### src/hw/twe_pkg.sv
// constants, operation codes and state encoding shared by the table word engine
// assumes a 16-bit word memory with 16-bit word addresses
package twe_pkg;
  localparam int          WORD_W      = 16;
  localparam int          ADDR_W      = 16;
  localparam int          LEN_W       = 8;
  localparam logic [15:0] ACC_RESET   = 16'h0000;
  localparam logic [15:0] WORD_ZERO   = 16'h0000;
  localparam logic [7:0]  LEN_ZERO    = 8'h00;
  localparam logic [7:0]  LEN_ONE     = 8'h01;
  localparam logic [7:0]  BYTE_LO_ONE = 8'h01;

  typedef enum logic [2:0] {
    OP_AND_COPY,
    OP_OR_COPY,
    OP_XOR_COPY,
    OP_BLOCK_SEARCH,
    OP_EXCHANGE
  } twe_op_t;

  typedef enum logic [3:0] {
    ST_IDLE,
    ST_CP_RD,
    ST_CP_WT,
    ST_CP_WR,
    ST_SW_RDA,
    ST_SW_WTA,
    ST_SW_RDB,
    ST_SW_WTB,
    ST_SW_WRA,
    ST_SW_WRB,
    ST_FB_RDP,
    ST_FB_WTP,
    ST_FB_RDT,
    ST_FB_WTT,
    ST_FB_CMP,
    ST_DONE
  } twe_state_t;
endpackage

### src/hw/twe_acc_stack.sv
// accumulator with three stack levels beneath it
// assumes loads come from the sequencer and result writes from the engine, same clock
`timescale 1ns/1ns
module twe_acc_stack
  import twe_pkg::*;
(
  input  wire logic              clk,
  input  wire logic              resetn,
  input  wire logic              load,
  input  wire logic [WORD_W-1:0] load_value,
  input  wire logic              set,
  input  wire logic [WORD_W-1:0] set_value,
  output logic      [WORD_W-1:0] acc,
  output logic      [WORD_W-1:0] lvl1,
  output logic      [WORD_W-1:0] lvl2,
  output logic      [WORD_W-1:0] lvl3
);
  logic [WORD_W-1:0] acc_r, lvl1_r, lvl2_r, lvl3_r;
  logic [WORD_W-1:0] acc_nxt, lvl1_nxt, lvl2_nxt, lvl3_nxt;

  // ==========================================================
  // push and result write
  always_comb begin
    acc_nxt  = acc_r;
    lvl1_nxt = lvl1_r;
    lvl2_nxt = lvl2_r;
    lvl3_nxt = lvl3_r;
    if (load) begin
      lvl3_nxt = lvl2_r;
      lvl2_nxt = lvl1_r;
      lvl1_nxt = acc_r;
      acc_nxt  = load_value;
    end else if (set) begin
      // result replaces the accumulator without pushing
      acc_nxt  = set_value;
    end
  end

  always_ff @(posedge clk) begin
    if (!resetn) begin
      acc_r  <= ACC_RESET;
      lvl1_r <= ACC_RESET;
      lvl2_r <= ACC_RESET;
      lvl3_r <= ACC_RESET;
    end else begin
      acc_r  <= acc_nxt;
      lvl1_r <= lvl1_nxt;
      lvl2_r <= lvl2_nxt;
      lvl3_r <= lvl3_nxt;
    end
  end

  assign acc  = acc_r;
  assign lvl1 = lvl1_r;
  assign lvl2 = lvl2_r;
  assign lvl3 = lvl3_r;
endmodule // twe_acc_stack

### src/hw/twe_engine.sv
// table word engine: masked copies, block search and table exchange on word memory
// assumes a word memory that returns read data one cycle after the request cycle
`timescale 1ns/1ns
module twe_engine
  import twe_pkg::*;
(
  input  wire logic              clk,
  input  wire logic              resetn,
  input  wire logic              acc_load,
  input  wire logic [WORD_W-1:0] acc_load_value,
  input  wire logic              op_start,
  input  wire twe_op_t           op_code,
  input  wire logic [ADDR_W-1:0] op_operand,
  input  wire logic              scan_end,
  output logic                   busy,
  output logic                   op_done,
  output logic [WORD_W-1:0]      acc_value,
  output logic                   search_miss_flag,
  output logic                   mem_req,
  output logic                   mem_we,
  output logic [ADDR_W-1:0]      mem_addr,
  output logic [WORD_W-1:0]      mem_wdata,
  input  wire logic [WORD_W-1:0] mem_rdata
);
  // ==========================================================
  // helpers
  function automatic logic [ADDR_W-1:0] addr_at(input logic [ADDR_W-1:0] base, input logic [LEN_W-1:0] off);
    addr_at = base + {{(ADDR_W-LEN_W){1'b0}}, off};
  endfunction

  // true while a block of nw words starting at cand stays within end
  function automatic logic fits(input logic [ADDR_W-1:0] cand, input logic [LEN_W-1:0] nw,
                                input logic [ADDR_W-1:0] last);
    logic [ADDR_W:0] top;
    top  = {1'b0, cand} + {{(ADDR_W+1-LEN_W){1'b0}}, nw} - {{ADDR_W{1'b0}}, 1'b1};
    fits = top <= {1'b0, last};
  endfunction

  function automatic logic [WORD_W-1:0] mask_apply(input twe_op_t op, input logic [WORD_W-1:0] w,
                                                   input logic [WORD_W-1:0] m);
    unique case (op)
      OP_AND_COPY: mask_apply = w & m;
      OP_OR_COPY:  mask_apply = w | m;
      default:     mask_apply = w ^ m;
    endcase
  endfunction

  // ==========================================================
  // accumulator stack
  logic [WORD_W-1:0] lvl1, lvl2, lvl3;
  logic              acc_set;
  logic [WORD_W-1:0] acc_set_value;

  // loads are ignored while busy so parameters cannot shift under a running operation
  twe_acc_stack u_stack (
    .clk        (clk),
    .resetn     (resetn),
    .load       (acc_load & ~busy),
    .load_value (acc_load_value),
    .set        (acc_set),
    .set_value  (acc_set_value),
    .acc        (acc_value),
    .lvl1       (lvl1),
    .lvl2       (lvl2),
    .lvl3       (lvl3)
  );

  // ==========================================================
  // sequencing
  twe_state_t        state_r, state_nxt;
  twe_op_t           opc_r, opc_nxt;
  logic [LEN_W-1:0]  idx_r, idx_nxt;
  logic [LEN_W-1:0]  len_r, len_nxt;
  logic [LEN_W-1:0]  tlen_r, tlen_nxt;
  logic              odd_r, odd_nxt;
  logic [ADDR_W-1:0] a_r, a_nxt;
  logic [ADDR_W-1:0] b_r, b_nxt;
  logic [ADDR_W-1:0] end_r, end_nxt;
  logic [WORD_W-1:0] mask_r, mask_nxt;
  logic [WORD_W-1:0] tmp_r, tmp_nxt;
  logic              miss_r, miss_nxt;
  logic              req_r, req_nxt;
  logic              we_r, we_nxt;
  logic [ADDR_W-1:0] addr_r, addr_nxt;
  logic [WORD_W-1:0] wdata_r, wdata_nxt;

  logic             last_word;
  logic             match;
  logic [LEN_W:0]   nbytes_p1;
  logic [LEN_W-1:0] nwords;

  assign last_word = (idx_r + LEN_ONE) == len_r;
  // odd byte count: only the low byte of the final word belongs to the block
  assign match     = (last_word && odd_r) ? (mem_rdata[7:0] == tmp_r[7:0]) : (mem_rdata == tmp_r);
  assign nbytes_p1 = {1'b0, lvl3[LEN_W-1:0]} + {{LEN_W{1'b0}}, 1'b1};
  assign nwords    = nbytes_p1[LEN_W:1];

  always_comb begin
    state_nxt     = state_r;
    opc_nxt       = opc_r;
    idx_nxt       = idx_r;
    len_nxt       = len_r;
    tlen_nxt      = tlen_r;
    odd_nxt       = odd_r;
    a_nxt         = a_r;
    b_nxt         = b_r;
    end_nxt       = end_r;
    mask_nxt      = mask_r;
    tmp_nxt       = tmp_r;
    miss_nxt      = miss_r;
    req_nxt       = 1'b0;
    we_nxt        = 1'b0;
    addr_nxt      = addr_r;
    wdata_nxt     = wdata_r;
    acc_set       = 1'b0;
    acc_set_value = b_r;
    if (scan_end) miss_nxt = 1'b0;
    unique case (state_r)
      ST_IDLE: begin
        if (op_start) begin
          opc_nxt = op_code;
          idx_nxt = LEN_ZERO;
          case (op_code)
            OP_AND_COPY, OP_OR_COPY, OP_XOR_COPY: begin
              len_nxt   = lvl2[LEN_W-1:0];
              a_nxt     = lvl1;
              mask_nxt  = acc_value;
              b_nxt     = op_operand;
              state_nxt = (lvl2[LEN_W-1:0] == LEN_ZERO) ? ST_DONE : ST_CP_RD;
            end
            OP_EXCHANGE: begin
              len_nxt   = lvl1[LEN_W-1:0];
              a_nxt     = acc_value;
              b_nxt     = op_operand;
              state_nxt = (lvl1[LEN_W-1:0] == LEN_ZERO) ? ST_DONE : ST_SW_RDA;
            end
            OP_BLOCK_SEARCH: begin
              len_nxt   = nwords;
              odd_nxt   = lvl3[0];
              tlen_nxt  = lvl2[LEN_W-1:0];
              end_nxt   = lvl1;
              b_nxt     = acc_value;
              a_nxt     = op_operand;
              miss_nxt  = 1'b0;
              if (lvl3[LEN_W-1:0] == LEN_ZERO || lvl2[LEN_W-1:0] == LEN_ZERO ||
                  !fits(acc_value, nwords, lvl1)) begin
                miss_nxt  = 1'b1;
                state_nxt = ST_DONE;
              end else begin
                state_nxt = ST_FB_RDP;
              end
            end
            default: state_nxt = ST_DONE; // unknown code completes with no effect
          endcase
        end
      end
      ST_CP_RD: begin
        req_nxt   = 1'b1;
        addr_nxt  = addr_at(a_r, idx_r);
        state_nxt = ST_CP_WT;
      end
      ST_CP_WT: state_nxt = ST_CP_WR;
      ST_CP_WR: begin
        req_nxt   = 1'b1;
        we_nxt    = 1'b1;
        addr_nxt  = addr_at(b_r, idx_r);
        wdata_nxt = mask_apply(opc_r, mem_rdata, mask_r);
        idx_nxt   = idx_r + LEN_ONE;
        state_nxt = last_word ? ST_DONE : ST_CP_RD;
      end
      ST_SW_RDA: begin
        req_nxt   = 1'b1;
        addr_nxt  = addr_at(a_r, idx_r);
        state_nxt = ST_SW_WTA;
      end
      ST_SW_WTA: state_nxt = ST_SW_RDB;
      ST_SW_RDB: begin
        tmp_nxt   = mem_rdata;
        req_nxt   = 1'b1;
        addr_nxt  = addr_at(b_r, idx_r);
        state_nxt = ST_SW_WTB;
      end
      ST_SW_WTB: state_nxt = ST_SW_WRA;
      ST_SW_WRA: begin
        req_nxt   = 1'b1;
        we_nxt    = 1'b1;
        addr_nxt  = addr_at(a_r, idx_r);
        wdata_nxt = mem_rdata;
        state_nxt = ST_SW_WRB;
      end
      ST_SW_WRB: begin
        req_nxt   = 1'b1;
        we_nxt    = 1'b1;
        addr_nxt  = addr_at(b_r, idx_r);
        wdata_nxt = tmp_r;
        idx_nxt   = idx_r + LEN_ONE;
        state_nxt = last_word ? ST_DONE : ST_SW_RDA;
      end
      ST_FB_RDP: begin
        req_nxt   = 1'b1;
        addr_nxt  = addr_at(a_r, idx_r);
        state_nxt = ST_FB_WTP;
      end
      ST_FB_WTP: state_nxt = ST_FB_RDT;
      ST_FB_RDT: begin
        tmp_nxt   = mem_rdata;
        req_nxt   = 1'b1;
        addr_nxt  = addr_at(b_r, idx_r);
        state_nxt = ST_FB_WTT;
      end
      ST_FB_WTT: state_nxt = ST_FB_CMP;
      ST_FB_CMP: begin
        if (match && last_word) begin
          acc_set   = 1'b1;
          state_nxt = ST_DONE;
        end else if (match) begin
          idx_nxt   = idx_r + LEN_ONE;
          state_nxt = ST_FB_RDP;
        end else begin
          // candidates sit only on table boundaries of the run
          b_nxt   = addr_at(b_r, tlen_r);
          idx_nxt = LEN_ZERO;
          if (!fits(addr_at(b_r, tlen_r), len_r, end_r) || addr_at(b_r, tlen_r) < b_r) begin
            miss_nxt  = 1'b1;
            state_nxt = ST_DONE;
          end else begin
            state_nxt = ST_FB_RDP;
          end
        end
      end
      ST_DONE: state_nxt = ST_IDLE;
    endcase
  end

  always_ff @(posedge clk) begin
    if (!resetn) begin
      state_r <= ST_IDLE;
      opc_r   <= OP_AND_COPY;
      idx_r   <= LEN_ZERO;
      len_r   <= LEN_ZERO;
      tlen_r  <= LEN_ZERO;
      odd_r   <= 1'b0;
      a_r     <= WORD_ZERO;
      b_r     <= WORD_ZERO;
      end_r   <= WORD_ZERO;
      mask_r  <= WORD_ZERO;
      tmp_r   <= WORD_ZERO;
      miss_r  <= 1'b0;
      req_r   <= 1'b0;
      we_r    <= 1'b0;
      addr_r  <= WORD_ZERO;
      wdata_r <= WORD_ZERO;
    end else begin
      state_r <= state_nxt;
      opc_r   <= opc_nxt;
      idx_r   <= idx_nxt;
      len_r   <= len_nxt;
      tlen_r  <= tlen_nxt;
      odd_r   <= odd_nxt;
      a_r     <= a_nxt;
      b_r     <= b_nxt;
      end_r   <= end_nxt;
      mask_r  <= mask_nxt;
      tmp_r   <= tmp_nxt;
      miss_r  <= miss_nxt;
      req_r   <= req_nxt;
      we_r    <= we_nxt;
      addr_r  <= addr_nxt;
      wdata_r <= wdata_nxt;
    end
  end

  assign busy             = state_r != ST_IDLE;
  assign op_done          = state_r == ST_DONE;
  assign search_miss_flag = miss_r;
  assign mem_req          = req_r;
  assign mem_we           = we_r;
  assign mem_addr         = addr_r;
  assign mem_wdata        = wdata_r;
endmodule // twe_engine

### config.mk
export PLATFORM = sky130hd
export DESIGN_NAME = twe_engine
export DESIGN_NICKNAME = d
export VERILOG_FILES = /design/src/hw/twe_pkg.sv /design/src/hw/twe_acc_stack.sv /design/src/hw/twe_engine.sv
export SDC_FILE = /design/constraint.sdc
export NUM_CORES = 1
export LEC_CHECK = 0
export BUFFER_PORTS_ARGS = -buffer_cell sky130_fd_sc_hd__buf_2
export CAP_MARGIN = 20
export CELL_PAD_IN_SITES_DETAIL_PLACEMENT = 1
export CELL_PAD_IN_SITES_GLOBAL_PLACEMENT = 1
export CORE_ASPECT_RATIO = 0.8
export CORE_MARGIN = 2
export CORE_UTILIZATION = 30
export CTS_BUF_LIST = sky130_fd_sc_hd__clkbuf_2 sky130_fd_sc_hd__clkbuf_4 sky130_fd_sc_hd__clkbuf_8
export CTS_CLUSTER_DIAMETER = 200
export CTS_CLUSTER_SIZE = 14
export DETAILED_ROUTE_END_ITERATION = 12
export HOLD_SLACK_MARGIN = 0.12
export PLACE_DENSITY = 0.66
export SYNTH_ARGS = -nofsm -noshare
export SYNTH_HDL_FRONTEND = slang
export SYNTH_SLANG_ARGS = --single-unit
export TNS_END_PERCENT = 100
### constraint.sdc
create_clock -name clk -period 7.3 [get_ports clk]
set_input_delay 1.46 -clock clk [delete_from_list [all_inputs] [get_ports clk]]
set_output_delay 1.46 -clock clk [all_outputs]
set_load 0.005 [all_outputs]
# == Yosys cells after proc, flatten, opt, wreduce, memory -nomap -nowiden ==
# Cells that the tools add are included.
# op_classes
addsub,9
order_cmp,3
eq_ne,27
muxes,40
bitwise_logic,5
n_reduce_logical,34
# ops
cell,n
$pmux 16 s2,4
$pmux 16 s3,2
$mux 16,5
$pmux 4 s16,1
$add 16x8->16,3
$pmux 8 s3,2
$add 16x8->17,2
$le 17x16->1,2
$sub 17x1->17 const B,2
$eq 4x4->1 const B,8
$logic_not 8->1,3
$mux 8,3
$mux 4,5
$and 16x16->16,1
$eq 16x16->1,1
$eq 4x3->1 const B,4
$eq 8x8->1,2
$lt 16x16->1,1
$or 16x16->16,1
$xor 16x16->16,1
$mux 1,12
$mux 3,4
$pmux 4 s3,1
$reduce_and 3->1,4
other kinds (26),44
# word_totals
register_bits,195

# == Logic depth before layout (Yosys ltp) ==
# Gate-level depths: netlist of run 1.
# logic_depth
depth_word,10
mapped_depth,26
ltp_nobuf,26

# == Cells and area by module ==
# A second synthesis of run 1 with hierarchy kept.
# unflattened
hier_cells,1866
hier_area_um2,14594.0
# by_module_without_submodules
mod,instances,cells_per_inst,area_each_um2,seq_area_each_um2
twe_engine,1,1640,11939.0,2942.8
twe_acc_stack,1,226,2655.0,1281.2

# == Least setup slack after synthesis of run 1 ==
# No wires, ideal clock.
# synth_path
path_kind,reg-to-reg
startpoint,register b_r[1] (netlist: acc_set_value[1])
endpoint,register state_r[0]
t_arrival_ns,5.316
required_ns,7.175
path_slack_ns,1.859
path_stages_with_launch,25
path_buffers,0
period_less_slack_ns,5.441
cell_sequence,dfxtp_1 -> ha_1 -> a21o_1 -> a21oi_1 -> xnor2_1 -> inv_1 -> ha_1 -> inv_1 -> ha_1 -> nor2b_1 -> o21ai_0 -> a21boi_0 -> o21ai_0 -> a21boi_0 -> o311a_1 -> o21a_1 -> or2_2 -> o311ai_0 -> ha_1 -> o21a_1 -> o21a_1 -> o22ai_1 -> a21oi_1 -> o41a_1 -> o41a_1
# synth_via
elab_chain_cells,10
elab_cells_between_ends,11
cone_classes,add/sub (3); order compare (2); mux (4); reduce/logical (2)
# synth_lines
element,line_no,text
"start, declared",twe_engine.sv:77,"logic [ADDR_W-1:0] b_r, b_nxt;"
"start signal, assigned",twe_engine.sv:261,b_r <= b_nxt;
$add 16x8->16,twe_engine.sv:28,"addr_at = base + {{(ADDR_W-LEN_W){1'b0}}, off};"
$add 16x8->17,twe_engine.sv:35,"top = {1'b0, cand} + {{(ADDR_W+1-LEN_W){1'b0}}, nw} - {{ADDR_W{1'b0}}, 1'b1};"
$sub 17x1->17,twe_engine.sv:35,
$le 17x16->1,twe_engine.sv:36,"fits = top <= {1'b0, last};"
$logic_not 1->1,twe_engine.sv:223,"if (!fits(addr_at(b_r, tlen_r), len_r, end_r) || addr_at(b_r, tlen_r) < b_r) begin"
$logic_or 1x1->1 (*),twe_engine.sv:223,
$mux 3 (*),twe_engine.sv:223,
$mux 3 (*),twe_engine.sv:216,end else if (match) begin
$mux 3 (*),twe_engine.sv:213,if (match && last_word) begin
$pmux 4 s16 (*),twe_engine.sv:118,unique case (state_r)
"end signal, assigned",twe_engine.sv:254,state_r <= state_nxt;
"end, declared",twe_engine.sv:70,"twe_state_t state_r, state_nxt;"
# Mark *: on every way between the ends. The rest lies on a longest branch, timed or not.
# A chain may end at the register's enable or synchronous reset.

# == Worst setup path in the final report of run 1 ==
# layout_path
startpoint,register b_r[0] (netlist: acc_set_value[0])
endpoint,register state_r[0]
# Same word-level chain as after synthesis.

==> metrics.md, run 1 <==
| Metric | Value |
|---|---|
| Status | finished, final reports clean |
| Setup bufs post-CTS | 0 |
| Num CTS Buffers | 17 |
| Minimum clock period | 6377 ps |
| Final period utilization | 0.8735 |
| Fin. max-slew vios | 0 |
| Antenna violations before repair | 2 |
| Syn Nets | 2027 |
| GR peak layer | met2 |
| RePlAce Congestion | 0.8739 |
| First drt pass iteration count | 5 |
| Worst setup EP type | register |
| Max_cap viols | 0 |
| GR Util met1 | 0.3106 |
| RSZ-0062 raised after global routing | no |
| DIE HEIGHT | 194.3 um |
| R2R Setup Slk | 920 ps |
| Worst Hold Class | reg -> reg |
| Hold Fails Final Rpt | 0 |
| Avg Synthesized Cell Area | 7.405 um^2 |
| Clock transition at path regs | 130 ps |
| P_leak | 5.917 nW |
| Met2 usage | 0.3268 |
| Crit-path cells | ha_1 -> fa_1 -> a21o_1 -> a21oi_1 -> o21bai_1 -> a21oi_1 -> o21bai_1 -> a21oi_1 -> inv_1 -> ha_1 -> inv_1 -> ha_1 -> o311a_1 -> o21a_1 -> or2_2 -> o311ai_0 -> ha_1 -> o21a_1 -> o21a_1 -> o22ai_1 -> a21oi_1 -> o41a_1 -> o41a_1 |
| # rows | 69 |
| Area growth syn-to-layout | 11.44% |
| Power, Total | 4.786 mW |
| Clk_lat worst skew | 550 ps |
| Flop and latch count out of synthesis | 195 |
| IO Port Bufs | 108 |
| DRC Markers | 0 |
| Worst path required time | 7740 ps |
| Slowest stage cell, crit path | o311ai_0 |
| Critical R2R Capture | state_r[0] |
| Hold Crit Endpoint | end_r[14] |
| Chip width | 241.8 um |
| Vias | 13400 |
| Syn Std Cell Area | 0.01357 mm^2 |
| Leading cell type in the layout, fill and taps excluded | nand2_1 |
| Final setup fails | 0 |
| EDFF count, synth | 0 |
| Worst Clk Skew | 32.41 ps |
| Gr ovfl total | 0 |
| Maximum VDD drop | 128.7 uV |
| Die Area | 0.04697 mm^2 |
| Post-synth ARST share | 0 |
| Layout cell share with drive strength beyond 1 | 0.1053 |
| CTS HTree Levels | 4 |
| Clk sinks | 195 |
| Worst r2r src | acc_set_value[0] |
| Vias in the first global route | 13270 |
| Vias/cell | 5.354 |
| Crit path from | acc_set_value[0] |
| Synth Instances | 1833 |
| Initial core utilization | 0.3047 |
| # diodes | 0 |
| Least-Margin Pin Slew | 1125 ps |
| PwrDens | 316.4 mW/mm^2 |
| CP peak stage delay | 510 ps |
| Final nets | 2082 |
| Synth cell types | 63 |
| Fillers | 5549 |
| Final WL | 52.20 mm |
| Yosys Warn Count | 0 |
| Crit path kind | reg -> reg |
| First-pass GRT wire length | 79.58 mm |
| Hold Startpoint | u_stack.lvl1[14] |
| Antenna-violating nets left | 0 |
| CTS max path bufs | 2 |
| Tot GR Track Use | 0.2205 |
| Io pins | 109 |
| Most frequent cells in the layout | 293 x nand2_1, 225 x a21oi_1, 195 x dfxtp_1 |
| CTS tree | done |
| Seq/Total Area, Yosys | 0.2876 |
| Root Driver | clkbuf_8 |
| Setup TNS | 0 ps |
| Relative slew slack | 0.2481 |
| Fmax | 156.8 MHz |
| Maximum fanout along the worst path | 7 |
| Initial DRC Count | 1066 |
| Hold-fix buffers, CTS | 0 |
| Worst R2R Path Depth | 23 |
| Global Route met3 Usage | 0.05066 |
| Placed wire-length estimate | 39.81 mm |
| Core area | 0.04455 mm^2 |
| Worst setup SP type | register |
| Pin count of the biggest net entering global routing | 102 |
| Worst Hold Depth | 2 |
| Post-CTS sizing | 0 |
| Main synth FF type | dfxtp_1 |
| Wire per inst | 20.85 um |
| CP Data Arrival Time | 6820 ps |
## worst max-delay path by stage
stage	end	slack, ps	cells past startpoint
final	state_r[0]	920	23
after global routing	state_r[0]	450	24
after CTS	state_r[0]	950	24
after detailed placement	state_r[0]	990	24
after global placement	state_r[0]	1200	24
after floorplan	state_r[0]	1860	24
## registers in the layout (all words and copies together) (netlist names)
register / cells
a_r: 16
acc_set_value: 16
end_r: 16
mask_r: 16
mem_addr: 16
mem_wdata: 16
tmp_r: 16
u_stack.acc: 16
u_stack.lvl1: 16
idx_r: 8
len_r: 8
tlen_r: 8
u_stack.lvl2: 8
u_stack.lvl3: 8
state_r: 4
opc_r: 3
mem_req: 1
mem_we: 1
odd_r: 1
search_miss_flag: 1
## report_power, final
group | internal [mW] | leakage [nW] | switching [mW] | total (mW)
Clock | 0.254 | 0.188 | 0.474 | 0.728
Sequential | 1.18 | 1.58 | 0.171 | 1.35
Combinational | 1.04 | 4.15 | 1.66 | 2.71
Total | 2.48 | 5.92 | 2.31 | 4.79
## cell type report
type | instances | area [um^2] | area share
clock buffers | 18 | 247.7 | 0.01638
clock inverters | 13 | 123.9 | 0.008189
inverters | 162 | 613.1 | 0.04053
multi-input cells | 1374 | 8697 | 0.5750
flip-flops and latches | 195 | 3904 | 0.2581
well taps | 603 | 754.5 | 0.04988
repair buffers | 138 | 785.8 | 0.05195
## cell usage after synthesis (all sizes together) (3+ instances only)
cell	number	share of area
nand2	294	0.081
a21oi	225	0.083
dfxtp	195	0.29
inv	161	0.045
nor2	147	0.041
ha	134	0.12
clkbuf	88	0.024
o21ai	87	0.032
a211oi	58	0.032
xnor2	57	0.037
nand3	42	0.015
mux2i	39	0.029
o221ai	25	0.017
nor3	24	0.0088
xor2	21	0.014
a21o	16	0.0088
a22oi	16	0.0088
buf	14	0.0041
nand2b	14	0.0066
o211ai	13	0.0076
o21a	12	0.0066
and3	11	0.0051
or3	11	0.0051
nand4	10	0.0046
nor2b	10	0.0046
o31ai	10	0.0059
o21bai	9	0.0050
a311o	8	0.0059
o31a	8	0.0052
and2	7	0.0032
nor4	7	0.0032
or2	7	0.0032
mux2	6	0.0050
a31oi	5	0.0023
a2111oi	4	0.0026
a21boi	4	0.0022
fa	4	0.0059
o22ai	4	0.0018
o41a	3	0.0025
## per-layer routing
| metal | wire [um] | vias up |
|---|---|---|
| li1 | - | 6437 |
| met2 | 21970 | 302 |
| met5 | 10 | - |
| met4 | 1630 | 2 |
| met1 | 25570 | 6587 |
| met3 | 3015 | 73 |
## through the flow
stage	setup slack, ps	instance area (um^2)	hold slack (ps)	utilization	std cells
global placement	1201	14730	436.5	0.3306	2471
finish	923.5	15130	445.4	0.3395	2503
detailed placement	986.9	14750	448.5	0.3312	2472
global route	450.8	15130	475.2	0.3395	2503
floorplan	1859	13570	431.1	-	1833
CTS	950.0	15130	462.9	0.3395	2503
## worst max-delay path: cells and delay by family (launching register included)
family,cells,cell delay (ps)
simple gates,1,290
fa+ha+maj,5,1790
buf+inv,2,220
compound gates,15,3610
flops,1,360
## kinds of logic (layout without fill, tap and decap cells)
| family | after synthesis | in the layout | synth area share |
|---|---|---|---|
| AOI/OAI and AO/OA | 518 | 518 | 0.2368 |
| xor gates and xnor gates | 78 | 78 | 0.05033 |
| adders and majority gates | 138 | 138 | 0.1294 |
| buffers and inverters | 264 | 331 | 0.07319 |
| DFF | 195 | 195 | 0.2876 |
| muxes | 45 | 45 | 0.03374 |
| and+or+nand+nor | 595 | 595 | 0.1889 |
Power figures use the tool's default switching activity.
==> inputs of run 2 (changes only) <==
- ABC_AREA: not set -> 1
- PLACE_DENSITY: 0.66 -> 0.67
==> run 2 against run 1 <==
Clock skew shrank 8.8 ps. Non-clock buffer count fell by 15. Total power grew 43%. Clock-buffer cell count rose by 3. Wire length decreased by 3.2%. Sequential power rose by 21%. First-iteration DRC count shrank 22%. Critical path depth is 6 higher. Hold slack improved by 49 ps. Critical path type unchanged. Critical endpoint unchanged.
==> metrics.md, run 2 <==
| Metric | Value |
|---|---|
| Status | finished, final reports clean |
| Worst Setup Slack, final | 1806 ps |
| Seq/Total Area, Yosys | 0.2933 |
| Worst Hold Depth | 2 |
| Initial DRC Count | 836 |
| Area growth syn-to-layout | 11.40% |
| Antenna-violating nets left | 0 |
| Worst setup SP type | register |
| Chip width | 239.5 um |
| Wire per inst | 19.56 um |
| Syn Nets | 2097 |
| Minimum clock period | 5494 ps |
| Final WL | 50.53 mm |
| Pre-CTS worst setup slack | 1927 ps |
| Syn Std Cell Area | 0.01331 mm^2 |
| CTS HTree Levels | 4 |
| Top cells by area, synth | dfxtp_1 29%, ha_1 13%, nand2_1 9.6% |
| Worst Hold Class | reg -> reg |
| # diodes | 0 |
| Leading area contributor after synthesis | dfxtp_1 |
| Fillers | 5634 |
| Util after Layout | 0.3361 |
| Most frequent cell after synthesis | nand2_1 |
| Clock transition at path regs | 110 ps |
| Io pins | 109 |
| Final nets | 2162 |
| Final setup fails | 0 |
| Least-Margin Pin Slew | 1116 ps |
| Vias | 13150 |
| Die Area | 0.04608 mm^2 |
| Final period utilization | 0.7525 |
| Maximum VDD drop | 195.3 uV |
| Maximum fanout along the worst path | 5 |
| Pin count of the biggest net entering global routing | 98 |
| Worst setup EP type | register |
| Worst path required time | 7730 ps |
| Post-synth ARST share | 0 |
| Worst R2R Path Depth | 29 |
| Placed wire-length estimate | 39.44 mm |
| Worst Clk Skew | 23.59 ps |
| Antenna violations before repair | 0 |
| Setup bufs post-CTS | 0 |
| Layout cell share with drive strength beyond 1 | 0.1090 |
| Max_cap viols | 0 |
| Root Driver | clkbuf_8 |
| Synth Instances | 1903 |
| Cell family with most CP delay | compound AO/OA/AOI/OAI gates |
| IO Port Bufs | 108 |
| # rows | 69 |
| Clk_lat worst skew | 530 ps |
| First-pass GRT wire length | 77.09 mm |
| Hold Fails Final Rpt | 0 |
| Tot GR Track Use | 0.2206 |
| Cell count along the critical path | 29 |
| CP bufs+invs | 1 |
| Slowest stage cell, crit path | fa_1 |
| Synth top cells by count | 339 x nand2_1, 258 x inv_1, 251 x o21ai_0 |
| Core area | 0.04412 mm^2 |
| CTS max path bufs | 2 |
| RePlAce Congestion | 0.8825 |
| Yosys Warn Count | 0 |
| Vias/cell | 5.089 |
| Fmax | 182.0 MHz |
| Yosys top cell area share | 0.2933 |
| Hold-fix buffers, CTS | 0 |
| Most used cell, CP | nand2_1 |
| DRC Markers | 0 |
| P_leak | 6.709 nW |
| Met2 routed WL | 22.19 mm |
| Num CTS Buffers | 17 |
| Routed wl met3 | 2.076 mm |
| Relative slew slack | 0.2553 |
| Setup TNS | 0 ps |
| CTS tree | done |
| Leading cell type in the layout, fill and taps excluded | nand2_1 |
| Main synth FF type | dfxtp_1 |
| First drt pass iteration count | 5 |
| Top layer in use | met4 |
| Synth cell types | 51 |
| Vias in the first global route | 13110 |
| DIE HEIGHT | 192.4 um |
| Fin. max-slew vios | 0 |
| Crit path kind | reg -> reg |
| CP Data Arrival Time | 5930 ps |
| Most frequent cells in the layout | 339 x nand2_1, 258 x inv_1, 251 x o21ai_0 |
| PwrDens | 462.9 mW/mm^2 |
| Post-CTS sizing | 0 |
| Gr ovfl total | 0 |
| Clk sinks | 195 |
| Avg Synthesized Cell Area | 6.995 um^2 |
| EDFF count, synth | 0 |
| Met1 WL | 25.63 mm |
| Initial core utilization | 0.3017 |
| RSZ-0062 raised after global routing | no |
| CP peak stage delay | 420 ps |
| Flop and latch count out of synthesis | 195 |
[run 2: changes by cell type after synthesis, moves of 16 or more]
cell,before,now
inv_1,161,258
xor2_1,21,41
clkbuf_1,88,69
nor2_1,146,102
a22oi_1,16,0
xnor2_1,57,25
o21ai_0,87,251
a211oi_1,58,8
nand2_1,294,339
mux2i_1,39,0
[run 2: path summary, 6_finish.rpt]
check        slack, ps    endpoint              from
max reg2reg       1810  state_r[0]  acc_set_value[0]
max               1810  state_r[0]  acc_set_value[0]
min                490    opc_r[0]          opc_r[0]
min reg2reg        490    opc_r[0]          opc_r[0]
[run 2: kinds of logic (layout without fill, tap and decap cells)]
kind of cell	after synthesis	after routing	synth area share
compound gates	594	594	0.2462
simple gates	566	566	0.1832
buf+inv	342	420	0.09954
flops	195	195	0.2933
fa+ha+maj	138	138	0.1320
xor+xnor	68	68	0.04587
[run 2: final cells by class]
type                       count  area, um^2  area share
clock buffer                  21       282.8     0.01907
clock inverter                11       102.6    0.006919
inverter                     265       999.7     0.06741
multi-input combinational   1366        8095      0.5459
sequential                   195        3904      0.2632
tap                          603       754.5     0.05088
timing repair buffer         123       690.7     0.04657
[run 2: stage by stage]
step           hold slack (ps)  instance area, um^2  cells  power [mW]
2_1_floorplan            444.1                13310   1903       4.728
3_3_place_gp             464.1                14390   2549       5.890
3_5_place_dp             480.5                14390   2549       6.059
4_1_cts                  496.2                14770   2581       6.833
5_1_grt                  529.1                14830   2584       7.571
6_report                 494.8                14830   2584       6.864
[run 2: worst min-delay path: stages (launching register included)]
cell and delay [ps]:
dfxtp_1 320, inv_1 70, a21oi_1 60
[run 2: layer usage]
metal | vias up | global-route usage
met5 | - | 0
met1 | 6370 | 0.3163
li1 | 6467 | -
met3 | 31 | 0.02932
met4 | 0 | 0.04327
met2 | 283 | 0.3530
[run 2: power breakdown]
part / leakage (nW) / internal (mW) / total [mW] / switching [mW]
Sequential: 1.59 / 1.35 / 1.64 / 0.287
Clock: 0.192 / 0.302 / 0.747 / 0.445
Combinational: 4.92 / 1.64 / 4.48 / 2.84
Total: 6.71 / 3.29 / 6.86 / 3.57
==> inputs of run 3 (changes only) <==
- PLACE_DENSITY: 0.67 -> 0.69
- clock period: 7.3 -> 5 ns (I/O delays scaled with it)
==> run 3 against run 2 <==
Global-route usage rose by 1.2 points. Flip-flop and latch count did not move. Sequential power rose by 46%. Sequential share of layout area fell by 1.3 points. Largest cell class unchanged. Non-clock buffer count rose by 56. Register-to-register slack got worse by 1700 ps. Hold slack got worse by 4.0 ps. Critical path type unchanged. Utilization rose by 1.9 points.
==> metrics.md, run 3 (same netlist as run 2, synthesis figures left out) <==
| Metric | Value |
|---|---|
| Status | finished, final reports clean |
| Fmax | 206.4 MHz |
| R2R Setup Slk | 150 ps |
| Tot GR Track Use | 0.2322 |
| First drt pass iteration count | 5 |
| Routed wl met3 | 3.204 mm |
| PwrDens | 712.4 mW/mm^2 |
| Relative slew slack | 0.2124 |
| Post-placement cell count | 2592 |
| RSZ-0062 raised after global routing | yes |
| CP Data Arrival Time | 5290 ps |
| Worst Hold Depth | 2 |
| Most used cell, CP | nand2_1 |
| Root Driver | clkbuf_8 |
| Chip width | 239.5 um |
| Hold Startpoint | opc_r[0] |
| Most frequent cells in the layout | 326 x nand2_1, 255 x inv_1, 245 x o21ai_0 |
| Maximum fanout along the worst path | 4 |
| CTS max path bufs | 2 |
| First-pass GRT wire length | 80.56 mm |
| Clk sinks | 195 |
| Num CTS Buffers | 17 |
| Clock transition at path regs | 120 ps |
| Setup TNS | 0 ps |
| Pin count of the biggest net entering global routing | 93 |
| Top layer in use | met4 |
| Hold_ws | 490.8 ps |
| Hold Crit Endpoint | opc_r[0] |
| Vias/cell | 5.169 |
| Hold-fix buffers, CTS | 0 |
| Worst Hold Class | reg -> reg |
| Worst Clk Skew | 20.21 ps |
| Worst r2r src | tlen_r[0] |
| Worst setup EP type | register |
| Antenna violations before repair | 2 |
| Core area | 0.04412 mm^2 |
| Vias in the first global route | 13640 |
| Worst path required time | 5450 ps |
| Wire per inst | 20.06 um |
| IO Port Bufs | 108 |
| Met2 routed WL | 22.73 mm |
| Met1 WL | 25.73 mm |
| DRC Markers | 0 |
| Io pins | 109 |
| Final WL | 52.95 mm |
| Placed wire-length estimate | 40.63 mm |
| Max_cap viols | 0 |
| Pre-CTS worst setup slack | -241.9 ps |
| Minimum clock period | 4846 ps |
| Final nets | 2218 |
| Critical R2R Capture | state_r[0] |
| P_leak | 7.051 nW |
| Fin. max-slew vios | 0 |
| DIE HEIGHT | 192.4 um |
| Slowest stage cell, crit path | fa_2 |
| Initial core utilization | 0.3017 |
| Leading cell type in the layout, fill and taps excluded | nand2_1 |
| Area growth syn-to-layout | 17.60% |
| RePlAce Congestion | 0.8876 |
| Fillers | 5569 |
| Maximum VDD drop | 252.4 uV |
| Gr ovfl total | 0 |
| Worst R2R Path Depth | 30 |
| Worst Setup Slack, final | 153.9 ps |
| Antenna-violating nets left | 0 |
| Die Area | 0.04608 mm^2 |
| Least-Margin Pin Slew | 1169 ps |
| Final setup fails | 0 |
| CTS tree | done |
| # rows | 69 |
| Crit path kind | reg -> reg |
| Layout cell share with drive strength beyond 1 | 0.1649 |
| Hold Fails Final Rpt | 0 |
| # diodes | 0 |
| Worst setup SP type | register |
| CTS HTree Levels | 4 |
| CP peak stage delay | 400 ps |
| Vias | 13650 |
| Initial DRC Count | 976 |
| Non-filler cells, final | 2640 |
| Clk_lat worst skew | 550 ps |
| Final period utilization | 0.9692 |
## run 3: changes by cell type in the layout (fill, tap and decap cells not counted), moves of 10 or more
| cell | delta |
|---|---|
| nand2_2 | +11 |
| nand2_1 | -13 |
| a21oi_1 | -11 |
| buf_4 | +54 |
| a21oi_2 | +10 |
## run 3: worst max path at each step
| stage | from | endpoint | slack, ps |
|---|---|---|---|
| after floorplan | acc_set_value[0] | state_r[0] | 580 |
| after global placement | acc_set_value[0] | state_r[0] | -70 |
| after detailed placement | acc_set_value[0] | state_r[0] | -240 |
| after CTS | acc_set_value[0] | state_r[0] | 20 |
| after global routing | u_stack.lvl3[1] | state_r[0] | -130 |
| final | tlen_r[0] | state_r[0] | 150 |
## run 3: layout make-up
class / count / area, um^2 / share of cell area
Timing Repair Buffer: 179 / 1131 / 0.07225
Clock inverter: 14 / 163.9 / 0.01047
Inverter: 265 / 999.7 / 0.06386
Tap cell: 603 / 754.5 / 0.04819
Sequential cell: 195 / 3910 / 0.2498
Clock buffer: 18 / 247.7 / 0.01582
Multi-Input combinational cell: 1366 / 8448 / 0.5396
## run 3: timing repair
| action | in CTS | in global routing |
|---|---|---|
| setup endpoints to repair | 3 | 3 |
| endpoints found under the hold margin | 0 | 0 |
| buffers inserted | 1 | 12 |
| gates resized for setup | 9 | 75 |
| pin swaps | 2 | 45 |
## run 3: per-stage QoR
| stage | utilization | total power, mW | instance area (um^2) |
|---|---|---|---|
| after floorplan | - | 6.903 | 13310 |
| after global placement | 0.3334 | 8.928 | 14710 |
| after detailed placement | 0.3334 | 9.192 | 14710 |
| after CTS | 0.3435 | 10.45 | 15150 |
| after global routing | 0.3549 | 12.24 | 15660 |
| final | 0.3549 | 11.15 | 15660 |
## run 3: power breakdown
group / internal (mW) / total (mW) / switching (mW)
sequential: 1.98 / 2.39 / 0.409
combinational: 3.01 / 7.59 / 4.58
clock: 0.475 / 1.17 / 0.699
total: 5.47 / 11.2 / 5.68
## run 3: worst max-delay path: cells and delay by family, from the launching register on
| family | cells | cell delay [ps] |
|---|---|---|
| buffers and inverters | 5 | 510 |
| DFF | 1 | 360 |
| adders and majority gates | 4 | 1170 |
| AOI/OAI and AO/OA | 8 | 1230 |
| xor gates and xnor gates | 2 | 310 |
| and+or+nand+nor | 11 | 1160 |
## run 3: layer usage
| layer | GRT usage | vias to the layer above |
|---|---|---|
| li1 | - | 6591 |
| met1 | 0.3241 | 6671 |
| met2 | 0.3533 | 331 |
| met3 | 0.05450 | 53 |
| met4 | 0.06875 | 0 |
| met5 | 0 | - |
